--- config.mk ---
export PLATFORM = sky130hd
export DESIGN_NAME = ctrb_trim_bank
export DESIGN_NICKNAME = d
export VERILOG_FILES = /design/src/ctrb_pkg.sv /design/src/ctrb_trim_bank.sv
export SDC_FILE = /design/constraint.sdc
export NUM_CORES = 1
export LEC_CHECK = 0
export ABC_AREA = 0
export BUFFER_PORTS_ARGS = -buffer_cell sky130_fd_sc_hd__buf_4
export CORE_MARGIN = 8
export CORE_UTILIZATION = 54
export CTS_CLUSTER_DIAMETER = 30
export DETAILED_ROUTE_END_ITERATION = 10
export GPL_ROUTABILITY_DRIVEN = 0
export PLACE_DENSITY = 0.86
export SLEW_MARGIN = 20
export SYNTH_ARGS = -nofsm -noshare
export SYNTH_HDL_FRONTEND = slang
export SYNTH_SLANG_ARGS = --single-unit
--- constraint.sdc ---
create_clock -name core_clk_in -period 2.42 [get_ports core_clk_in]
set_input_delay 0.242 -clock core_clk_in [delete_from_list [all_inputs] [get_ports core_clk_in]]
set_output_delay 0.242 -clock core_clk_in [all_outputs]
set_load 0.02 [all_outputs]
--- src/ctrb_pkg.sv ---
// Package for the converter trim register bank: offsets, field layout, reset values.
// Assumes a 12-bit byte address space for the configuration port.
package ctrb_pkg;

  localparam int ADDR_W = 12;
  localparam int DATA_W = 16;
  localparam int OFS_W = 12;
  localparam int GAIN_W = 5;

  // Register byte addresses
  localparam logic [11:0] CORE2_INPUT_B_OFFSET_TRIM_ADDR = 12'h336;
  localparam logic [11:0] CORE3_INPUT_C_OFFSET_TRIM_ADDR = 12'h338;
  localparam logic [11:0] CORE3_INPUT_D_OFFSET_TRIM_ADDR = 12'h33a;
  localparam logic [11:0] CORE4_OFFSET_TRIM_ADDR = 12'h33c;
  localparam logic [11:0] CORE5_OFFSET_TRIM_ADDR = 12'h33e;
  localparam logic [11:0] CORE0_FINE_TRIM_ADDR = 12'h360;
  localparam logic [11:0] CORE1_FINE_TRIM_ADDR = 12'h361;
  localparam logic [11:0] CORE2_INPUT_A_FINE_TRIM_ADDR = 12'h362;

  // Field positions
  localparam int OFS_LSB = 0;
  localparam int OFS_MSB = 11;
  localparam int OFS_RSV_LSB = 12;
  localparam int OFS_RSV_MSB = 15;
  localparam int GAIN_LSB = 0;
  localparam int GAIN_MSB = 4;
  localparam int GAIN_RSV_LSB = 5;
  localparam int GAIN_RSV_MSB = 7;

  // Printed reset value of the reserved bits
  localparam logic [3:0] OFS_RSV_RESET = 4'h0;
  localparam logic [2:0] GAIN_RSV_RESET = 3'h0;

  // Cycles from reset release until fuse defaults are loaded
  localparam int FUSE_LOAD_CYCLES = 1;

  typedef struct packed {
    logic [11:0] addr;
    logic [15:0] wdata;
    logic wr;
    logic rd;
  } ctrb_bus_req_s;

  typedef struct packed {
    logic [11:0] core2_b;
    logic [11:0] core3_c;
    logic [11:0] core3_d;
    logic [11:0] core4;
    logic [11:0] core5;
  } ctrb_ofs_set_s;

  typedef struct packed {
    logic [4:0] core0;
    logic [4:0] core1;
    logic [4:0] core2_a;
  } ctrb_gain_set_s;

  typedef enum logic [0:0] {
    CTRB_LOAD = 1'b0,
    CTRB_RUN = 1'b1
  } ctrb_state_e;

endpackage

--- src/ctrb_trim_bank.sv ---
// Converter trim register bank: offset and fine gain trims, loaded from fuses after reset.
// Assumes fuse values are stable at reset release and the configuration port master obeys
// the access windows around offset calibration.
//
// Notes on behaviour
// RULE1: Core 2 input B offset trim, bits 11:0, applied while core 2 samples input B.
// RULE2: Offset trim at 0x338 applied to core 3 while sampling input C.
// RULE3: Separate offset trim at 0x33a applied to core 3 while sampling input D.
// RULE4: Offset trim at 0x33c always applied to core 4.
// RULE5: Offset trim at 0x33e always applied to core 5.
// RULE6: Software writes zero into unused upper bits; those bits stay readable and writable.
// RULE7: Fine gain trim bits 4:0 at 0x360 applied to core 0.
// RULE8: Fine gain trim bits 4:0 at 0x361 applied to core 1.
// RULE9: Fine gain trim at 0x362 applied to core 2 only while sampling input A.
// RULE10: After reset each trim field loads its fuse default, not a constant.
// RULE11: Offset trims are unsigned binary when applied to cores.
// RULE12: Software avoids offset registers while offset calibration runs.
// RULE13: Trim sets follow the input routed to a two-input core, switching together; here trims switch one edge after the routing select.
`timescale 1ns/1ps

module ctrb_trim_bank (
  // Clock and reset
  input wire logic core_clk_in,
  input wire logic rst_in,
  // Configuration port
  input wire logic [11:0] addr_in,
  input wire logic [15:0] wdata_in,
  input wire logic wr_in,
  input wire logic rd_in,
  output logic [15:0] rdata_out,
  // Fuse defaults
  input wire ctrb_pkg::ctrb_ofs_set_s fuse_ofs_in,
  input wire ctrb_pkg::ctrb_gain_set_s fuse_gain_in,
  // Input routing: high selects input B on core 2, input D on core 3
  input wire logic core2_sel_b_in,
  input wire logic core3_sel_d_in,
  // Trims to cores
  output logic [11:0] core2_offset_out,
  output logic [11:0] core3_offset_out,
  output logic [11:0] core4_offset_out,
  output logic [11:0] core5_offset_out,
  output logic [4:0] core0_gain_out,
  output logic [4:0] core1_gain_out,
  output logic [4:0] core2_gain_out,
  output logic core2_gain_en_out,
  output logic trims_valid_out
);

  ////////////////////////////////////////////////////////////////////////////
  // Register state

  ctrb_pkg::ctrb_bus_req_s req;
  ctrb_pkg::ctrb_state_e state_reg, state_next;
  ctrb_pkg::ctrb_ofs_set_s ofs_reg, ofs_next;
  ctrb_pkg::ctrb_gain_set_s gain_reg, gain_next;
  logic [3:0] ofs_rsv_reg [5];
  logic [3:0] ofs_rsv_next [5];
  logic [2:0] gain_rsv_reg [3];
  logic [2:0] gain_rsv_next [3];
  logic [15:0] rdata_reg, rdata_next;

  assign req = '{addr: addr_in, wdata: wdata_in, wr: wr_in, rd: rd_in};

  // Offset register index from address, 5 when unmapped
  function automatic logic [2:0] ofs_index(input logic [11:0] a);
    unique case (a)
      ctrb_pkg::CORE2_INPUT_B_OFFSET_TRIM_ADDR: ofs_index = 3'h0;
      ctrb_pkg::CORE3_INPUT_C_OFFSET_TRIM_ADDR: ofs_index = 3'h1;
      ctrb_pkg::CORE3_INPUT_D_OFFSET_TRIM_ADDR: ofs_index = 3'h2;
      ctrb_pkg::CORE4_OFFSET_TRIM_ADDR: ofs_index = 3'h3;
      ctrb_pkg::CORE5_OFFSET_TRIM_ADDR: ofs_index = 3'h4;
      default: ofs_index = 3'h5;
    endcase
  endfunction

  // Gain register index from address, 3 when unmapped
  function automatic logic [1:0] gain_index(input logic [11:0] a);
    unique case (a)
      ctrb_pkg::CORE0_FINE_TRIM_ADDR: gain_index = 2'h0;
      ctrb_pkg::CORE1_FINE_TRIM_ADDR: gain_index = 2'h1;
      ctrb_pkg::CORE2_INPUT_A_FINE_TRIM_ADDR: gain_index = 2'h2;
      default: gain_index = 2'h3;
    endcase
  endfunction

  logic [11:0] ofs_fields [5];
  logic [4:0] gain_fields [3];
  assign ofs_fields[0] = ofs_reg.core2_b;
  assign ofs_fields[1] = ofs_reg.core3_c;
  assign ofs_fields[2] = ofs_reg.core3_d;
  assign ofs_fields[3] = ofs_reg.core4;
  assign ofs_fields[4] = ofs_reg.core5;
  assign gain_fields[0] = gain_reg.core0;
  assign gain_fields[1] = gain_reg.core1;
  assign gain_fields[2] = gain_reg.core2_a;

  ////////////////////////////////////////////////////////////////////////////
  // Next-state logic

  always_comb begin
    logic [2:0] oi;
    logic [1:0] gi;
    oi = ofs_index(req.addr);
    gi = gain_index(req.addr);
    state_next = ctrb_pkg::CTRB_RUN;
    ofs_next = ofs_reg;
    gain_next = gain_reg;
    ofs_rsv_next = ofs_rsv_reg;
    gain_rsv_next = gain_rsv_reg;
    rdata_next = 16'h0000;
    unique case (state_reg)
      ctrb_pkg::CTRB_LOAD: begin
        // Fuse values only sampled after release, never under reset
        ofs_next = fuse_ofs_in; // RULE10
        gain_next = fuse_gain_in; // RULE10
      end
      ctrb_pkg::CTRB_RUN: begin
        if (req.wr && oi != 3'h5) begin
          ofs_rsv_next[oi] = req.wdata[ctrb_pkg::OFS_RSV_MSB:ctrb_pkg::OFS_RSV_LSB]; // RULE6
          unique case (oi)
            3'h0: ofs_next.core2_b = req.wdata[ctrb_pkg::OFS_MSB:ctrb_pkg::OFS_LSB]; // RULE1
            3'h1: ofs_next.core3_c = req.wdata[ctrb_pkg::OFS_MSB:ctrb_pkg::OFS_LSB]; // RULE2
            3'h2: ofs_next.core3_d = req.wdata[ctrb_pkg::OFS_MSB:ctrb_pkg::OFS_LSB]; // RULE3
            3'h3: ofs_next.core4 = req.wdata[ctrb_pkg::OFS_MSB:ctrb_pkg::OFS_LSB]; // RULE4
            default: ofs_next.core5 = req.wdata[ctrb_pkg::OFS_MSB:ctrb_pkg::OFS_LSB]; // RULE5
          endcase
        end
        if (req.wr && gi != 2'h3) begin
          gain_rsv_next[gi] = req.wdata[ctrb_pkg::GAIN_RSV_MSB:ctrb_pkg::GAIN_RSV_LSB]; // RULE6
          unique case (gi)
            2'h0: gain_next.core0 = req.wdata[ctrb_pkg::GAIN_MSB:ctrb_pkg::GAIN_LSB]; // RULE7
            2'h1: gain_next.core1 = req.wdata[ctrb_pkg::GAIN_MSB:ctrb_pkg::GAIN_LSB]; // RULE8
            default: gain_next.core2_a = req.wdata[ctrb_pkg::GAIN_MSB:ctrb_pkg::GAIN_LSB]; // RULE9
          endcase
        end
        // Unmapped reads return zero
        if (req.rd && oi != 3'h5) begin
          rdata_next = {ofs_rsv_reg[oi], ofs_fields[oi]}; // RULE6
        end else if (req.rd && gi != 2'h3) begin
          rdata_next = {8'h00, gain_rsv_reg[gi], gain_fields[gi]}; // RULE6
        end
      end
    endcase
  end

  always_ff @(posedge core_clk_in) begin
    if (rst_in) begin
      state_reg <= ctrb_pkg::CTRB_LOAD;
      ofs_reg <= '0;
      gain_reg <= '0;
      for (int i = 0; i < 5; i++) begin
        ofs_rsv_reg[i] <= ctrb_pkg::OFS_RSV_RESET;
      end
      for (int i = 0; i < 3; i++) begin
        gain_rsv_reg[i] <= ctrb_pkg::GAIN_RSV_RESET;
      end
      rdata_reg <= 16'h0000;
    end else begin
      state_reg <= state_next;
      ofs_reg <= ofs_next;
      gain_reg <= gain_next;
      ofs_rsv_reg <= ofs_rsv_next;
      gain_rsv_reg <= gain_rsv_next;
      rdata_reg <= rdata_next;
    end
  end

  assign rdata_out = rdata_reg;

  ////////////////////////////////////////////////////////////////////////////
  // Trim outputs, registered, so trims switch one edge after the input switch

  logic [11:0] c2_ofs_reg, c2_ofs_next, c3_ofs_reg, c3_ofs_next;
  logic [11:0] c4_ofs_reg, c4_ofs_next, c5_ofs_reg, c5_ofs_next;
  logic [4:0] g0_reg, g0_next, g1_reg, g1_next, g2_reg, g2_next;
  logic g2_en_reg, g2_en_next, valid_reg, valid_next;

  always_comb begin
    // Core 2 input A offset lives outside this bank; zero trim here
    c2_ofs_next = core2_sel_b_in ? ofs_reg.core2_b : 12'h000; // RULE1 RULE13
    c3_ofs_next = core3_sel_d_in ? ofs_reg.core3_d : ofs_reg.core3_c; // RULE2 RULE3 RULE13
    c4_ofs_next = ofs_reg.core4; // RULE4 RULE11
    c5_ofs_next = ofs_reg.core5; // RULE5 RULE11
    g0_next = gain_reg.core0; // RULE7
    g1_next = gain_reg.core1; // RULE8
    g2_next = core2_sel_b_in ? 5'h00 : gain_reg.core2_a; // RULE9 RULE13
    g2_en_next = !core2_sel_b_in; // RULE9
    valid_next = (state_reg == ctrb_pkg::CTRB_RUN);
  end

  always_ff @(posedge core_clk_in) begin
    if (rst_in) begin
      c2_ofs_reg <= 12'h000;
      c3_ofs_reg <= 12'h000;
      c4_ofs_reg <= 12'h000;
      c5_ofs_reg <= 12'h000;
      g0_reg <= 5'h00;
      g1_reg <= 5'h00;
      g2_reg <= 5'h00;
      g2_en_reg <= 1'b0;
      valid_reg <= 1'b0;
    end else begin
      c2_ofs_reg <= c2_ofs_next;
      c3_ofs_reg <= c3_ofs_next;
      c4_ofs_reg <= c4_ofs_next;
      c5_ofs_reg <= c5_ofs_next;
      g0_reg <= g0_next;
      g1_reg <= g1_next;
      g2_reg <= g2_next;
      g2_en_reg <= g2_en_next;
      valid_reg <= valid_next;
    end
  end

  assign core2_offset_out = c2_ofs_reg;
  assign core3_offset_out = c3_ofs_reg;
  assign core4_offset_out = c4_ofs_reg;
  assign core5_offset_out = c5_ofs_reg;
  assign core0_gain_out = g0_reg;
  assign core1_gain_out = g1_reg;
  assign core2_gain_out = g2_reg;
  assign core2_gain_en_out = g2_en_reg;
  assign trims_valid_out = valid_reg;
endmodule

### After elaboration in Yosys (flattened, before gate mapping)

Cells that the tools add are included.

| cells by class | value |
|---|---|
| reductions and logical operators | 24 |
| mux-type cells | 36 |
| eq/ne operators | 24 |
| magnitude comparators | 4 |
| bitwise logic cells | 4 |

Operators by type and width:

| cell | count |
|---|---|
| one-hot mux 60 bit (2 select lines) | 1 |
| == test 12 x 10 -> 1 bit, second input constant | 8 |
| 2-to-1 mux 12 bit | 8 |
| 2-to-1 mux 60 bit | 1 |
| binary-select mux 12 bit (select 3 bit) | 1 |
| one-hot mux 15 bit (2 select lines) | 1 |
| 2-to-1 mux 5 bit | 5 |
| bitwise mux 20 bit | 1 |
| AND reduction 2 bit | 10 |
| 2-to-1 mux 16 bit | 1 |
| inequality test 2 x 1 -> 1 bit, second input constant | 8 |
| 2-to-1 mux 15 bit | 1 |
| one-hot mux 3 bit (5 select lines) | 1 |
| binary-select mux 4 bit (select 3 bit) | 1 |
| demux 4 bit (select 3 bit) | 1 |
| 2-to-1 mux 4 bit | 3 |
| binary-select mux 5 bit (select 2 bit) | 1 |
| bitwise mux 9 bit | 1 |
| 2-to-1 mux 3 bit | 3 |
| 2-to-1 mux 8 bit | 1 |
| OR reduction 2 bit | 4 |
| binary-select mux 3 bit (select 2 bit) | 1 |
| demux 3 bit (select 2 bit) | 1 |
| == test 3 x 2 -> 1 bit, second input constant | 2 |
| 18 further kinds | 26 |

| storage, ports and cells | value |
|---|---|
| flip-flop bits (word level) | 186 |
| input port bits | 109 |
| output and inout bits | 81 |

### Longest topological paths before layout

| logic depth | value |
|---|---|
| depth in word-level cells | 8 |
| mapped depth | 8 |
| gate-level depth less buffers | 4 |

### Worst setup path before layout

No wires, ideal clock.

| timing path | value |
|---|---|
| kind | input port to flip-flop |
| start point | input addr_in[6] |
| end point | register ofs_rsv_reg[13] (netlist bit) |
| slack | 417 ps |
| arrival | 1,871 ps |
| data required time | 2,287 ps |
| cell stages on the path | 7 |
| cells stage by stage | or4b_1 -> buf_4 -> or4_1 -> buf_2 -> buf_6 -> o21ai_1 -> a21oi_1 |

| on the way | value |
|---|---|
| word-level cells in the longest chain between the ends | 8 |

RTL lines:

| what | line | source |
|---|---|---|
| start, declared | ctrb_trim_bank.sv:26 | `input wire logic [11:0] addr_in,` |
| == test 12 x 10 -> 1 bit | ctrb_trim_bank.sv:66 | `unique case (a)` |
| one-hot mux 3 bit (5 select lines) (*) | ctrb_trim_bank.sv:66 |  |
| NOT 3 -> 4 bit (not written as such) | ctrb_trim_bank.sv:119 | `ofs_rsv_next[oi] = req.wdata[ctrb_pkg::OFS_RSV_MSB:ctrb_pkg::OFS_RSV_LSB];` |
| >= comparator 4 bit (not written as such) / < comparator 4 x 1 -> 1 bit (equally long branches) | ctrb_trim_bank.sv:119 |  |
| logical AND 1 bit (not written as such) | ctrb_trim_bank.sv:119 |  |
| 2-to-1 mux 4 bit (not written as such) | ctrb_trim_bank.sv:119 |  |
| demux 4 bit (select 3 bit) | ctrb_trim_bank.sv:119 |  |
| bitwise mux 20 bit | ctrb_trim_bank.sv:119 |  |
| end signal, assigned by index | ctrb_trim_bank.sv:152 | `ofs_rsv_reg[i] <= ctrb_pkg::OFS_RSV_RESET;` |
| end signal, assigned | ctrb_trim_bank.sv:162 | `ofs_rsv_reg <= ofs_rsv_next;` |
| end, declared | ctrb_trim_bank.sv:56 | `logic [3:0] ofs_rsv_reg [5];` |

Mark *: on every way between the ends. The rest lies on a longest branch, timed or not.
A chain may end at the register's enable or synchronous reset.

### Worst setup path after layout

| timing path | value |
|---|---|
| start point | input addr_in[6] |
| end point | register rdata_reg[1], in the netlist rdata_out[1] |

| on the way | value |
|---|---|
| word-level cells in the longest chain between the ends | 8 |

RTL lines:

| what | line | source |
|---|---|---|
| == test 12 x 10 -> 1 bit | ctrb_trim_bank.sv:78 | `unique case (a)` |
| one-hot mux 2 bit (3 select lines) | ctrb_trim_bank.sv:78 |  |
| NOT 2 -> 3 bit (not written as such) | ctrb_trim_bank.sv:140 | `rdata_next = {8'h00, gain_rsv_reg[gi], gain_fields[gi]};` |
| binary-select mux 5 bit (select 2 bit) | ctrb_trim_bank.sv:140 |  |
| 2-to-1 mux 5 bit (not written as such) (2 in series) | ctrb_trim_bank.sv:140 |  |
| 2-to-1 mux 8 bit | ctrb_trim_bank.sv:139 | `end else if (req.rd && gi != 2'h3) begin` |
| 2-to-1 mux 16 bit (*) | ctrb_trim_bank.sv:137 | `if (req.rd && oi != 3'h5) begin` |
| end signal, assigned | ctrb_trim_bank.sv:164 | `rdata_reg <= rdata_next;` |
| end, declared | ctrb_trim_bank.sv:60 | `logic [15:0] rdata_reg, rdata_next;` |

Mark *: on every way between the ends. The rest lies on a longest branch, timed or not. The select of a mux whose other input is x is not followed.

==> results.md <==
* Outcome: finished clean
* Final nets at about 1200
* Syn nets at around 1000
* Post-synthesis compound-gate area fraction at 19.9%
* Post-detail-place hpwl at roughly 18 mm
* Peak supply drop at between 400 and 500 µV
* # rows at 44
* Leading area contributor after synthesis: dfxtp_1
* Synth warn at 0
* Worst path slowest cell: or4b_1
* Vias in the first global route at approximately 7700
* F_max at approximately 0.54 GHz
* CP Buf/Inv Count at 2
* Routed WL at roughly 27 mm
* Remaining global-route overflow at 0
* Post-CTS sizing at 0
* Main combinational cell family by area after synthesis: simple AND/OR/NAND/NOR gates
* Tcrit/Tclk final at approximately three quarters
* Core Area at roughly 14000 µm²
* Top-area cell type share of the netlist area at 46.8%
* CTS sink count at about 190
* Pwr dens at 707 nW/µm²
* Number of remaining DRC errors at 0
* Clock period minus worst slack at between 1.5 and 2 ns
* Synth Area in Simple Gates at a little under a quarter
* Die Ht at between 100 and 150 µm
* Critical path capture point type: register
* RSZ-0062 raised after global routing: false
* Syn Area/Cell at between 8 and 9 µm²
* Total die area at between 15000 and 20000 µm²
* Flops & latches, synth at between 150 and 200
* Clk buf depth at 2
* Crit-path most repeated cell: buf_4
* Cell count after synthesis at slightly above 900
* Final hold viol count at 0
* Critical path arrival at around 2.2 ns
* Clk slew on worst S/H paths at roughly 0.060 ns
* Top-count cell post-synth: dfxtp_1
* Ports at 190
* Post-route cell area at 10200 µm²
* Final Slew Violations at 0
* Area growth from synthesis to layout at 28.1%
* Root buffer selected by CTS: clkbuf_16
* Largest net degree at the start of global routing at 176
* Placed cell count at about 1200
* HP Class: in -> reg
* Total number of vias at just under 8000
* Fill cells at roughly 1100
* Seq/Total Area, Yosys at 46.8%
* CP max FO at 8
* Die span in x at between 100 and 150 µm
* Initial drt markers at 1365
* EDFF count, synth at 0
* Post-Syn Area at approximately 8000 µm²
* CP Launch Type: primary input
* Hold buffers post-CTS at 0
* Fin cells at approximately 1300
* Critical Path RT at 2.73 ns
* GRT Total Usage at between 20 and 30%
* Max-cap violations at 0
* Avg WL per Cell at between 20 and 25 µm
* Synth unique cells at 50
* H-tree levels at 4
* CP delay by family, top: compound AO/OA/AOI/OAI gates
* Post-CTS setup buffer count at 0
* Critical Setup Path Class: in -> reg
* Drt pass-1 iters at 5
* P_leak at between 0.003 and 0.004 µW
* Sum Neg Setup Slack at 0 ns
* Worst-Skew Late Latency at around 0.45 ns
* Number of buffers created by CTS at 17
* Slew headroom at just under 40%
* Largest cells by area after synthesis: dfxtp_1, a311oi_1, nand2_1, mux2i_1, nor2_1
* Port Buffer Count at ~190
* Initial core utilization at a little over half
* Endpoints failing setup at 0
* Number of vias per cell at between 6 and 7
* Async SR Flop Fraction at 0%
* Max reg flops at 36
* Synth Flop Type: dfxtp_1
* CP peak stage delay at 0.63 ns
* Synth top cells by count: dfxtp_1, nand2_1, nor2_1, clkbuf_1, a311oi_1
* Mux share of post-synthesis cell area at around 5.0%
* CTS tree: yes
* Post-synthesis adder-cell area fraction at 0%
* Global-route wire length before repair at roughly 40 mm
* Layout cells sized above 1 at between 20% and 30%
* Power, Total at 7210 µW
* Antenna diodes at 0
* Post-route ant nets at 0
* Slew @ Worst Pin at between 0.9 and 1 ns
* Xor-xnor portion of the synthesized cell area at 0%
* Cell Chain, Critical Path: buf_4, or4b_1, buf_4, a2111o_1, a221oi_1, o31ai_1
* Initial antenna violation count at 0
* Area post-placement at 9520 µm²
* Clock Skew at ~0.011 ns
-- per-layer routing --
metal / track usage (%) / share of wire, % / up-vias
li1: - / - / 3588
met1: 34.1 / 38 / 3689
met2: 43.9 / 47 / 524
met3: 8.39 / 11 / 110
met4: 14.7 / 4.4 / 0
met5: 0 / 0 / -
-- cells by family (layout without fill, tap and decap cells) --
group	count (synthesis)	in the layout
multiplexers	40	40
AND/OR/NAND/NOR	369	369
AO/OA/AOI/OAI	221	221
flip-flops	186	186
buffers and inverters	92	257
-- power breakdown --
group | internal [µW] | total, µW | switching, µW
combinational | 333 | 782 | 449
clock | 1900 | 3130 | 1220
sequential | 3200 | 3300 | 104
total | 5430 | 7210 | 1780
-- worst paths after layout --
| kind | startpoint | to | slack [ns] | cells after the start |
|---|---|---|---|---|
| setup / recovery | addr_in[6] | rdata_out[1]$_SDFF_PP0_ | 0.58 | 6 |
| hold / removal | core2_sel_b_in | core2_gain_en_out$_SDFF_PP0_ | 0.04 | 2 |
| setup reg to reg | state_reg$_DFF_P_ | ofs_rsv_reg[18]$_SDFFE_PP0P_ | 0.65 | 4 |
| hold reg to reg | gain_rsv_reg[2]$_SDFFE_PP0P_ | gain_rsv_reg[2]$_SDFFE_PP0P_ | 0.47 | 2 |
-- layout make-up --
cell class | count | area [µm²] | area share (%)
Inverter | 3 | 11.3 | 0.110
Clock inverter | 12 | 214 | 2.10
Sequential cell | 186 | 3730 | 36.6
Timing Repair Buffer | 222 | 1700 | 16.7
Tap cell | 184 | 230 | 2.26
Clock buffer | 20 | 457 | 4.48
Multi-Input combinational cell | 630 | 3850 | 37.8
-- through the flow --
step                setup slack [ns]  hold slack (ns)  util (%)
CTS                            0.635           0.0313      70.4
floorplan                      0.417            0.351         -
global placement               0.198            0.457      65.8
global route                   0.545           0.0520      70.4
finish                         0.585           0.0416      70.4
detailed placement             0.176            0.465      65.8
-- cells in the final DEF (no fill, tap or decap), types with 3 or more instances in the layout --
cell | Yosys | routed
buf_4 | 4 | 219
or3b_2 | 3 | 3
nor4_2 | 4 | 3
o2bb2ai_1 | 6 | 6
nor2b_1 | 39 | 39
and4b_1 | 3 | 3
a211oi_1 | 17 | 17
o21ai_0 | 31 | 31
a31oi_1 | 8 | 8
nand4_1 | 12 | 12
nand3_1 | 49 | 49
a221oi_1 | 8 | 8
o22ai_1 | 8 | 8
dfxtp_1 | 186 | 185
a22o_1 | 8 | 8
a41oi_1 | 5 | 5
mux2i_1 | 40 | 40
a21bo_2 | 5 | 5
o31ai_1 | 6 | 6
clkbuf_16 | 0 | 17
a22oi_1 | 8 | 8
nand2b_1 | 5 | 5
nor4_4 | 2 | 3
buf_12 | 0 | 3
clkinv_4 | 0 | 6
nand2_1 | 110 | 110
o21ai_1 | 8 | 8
and2_1 | 17 | 17
a21oi_1 | 41 | 41
and4_1 | 4 | 4
bufinv_16 | 0 | 5
nor2_1 | 96 | 96
a311oi_1 | 58 | 58
nand3b_1 | 11 | 11
Power figures use the tool's default switching activity.
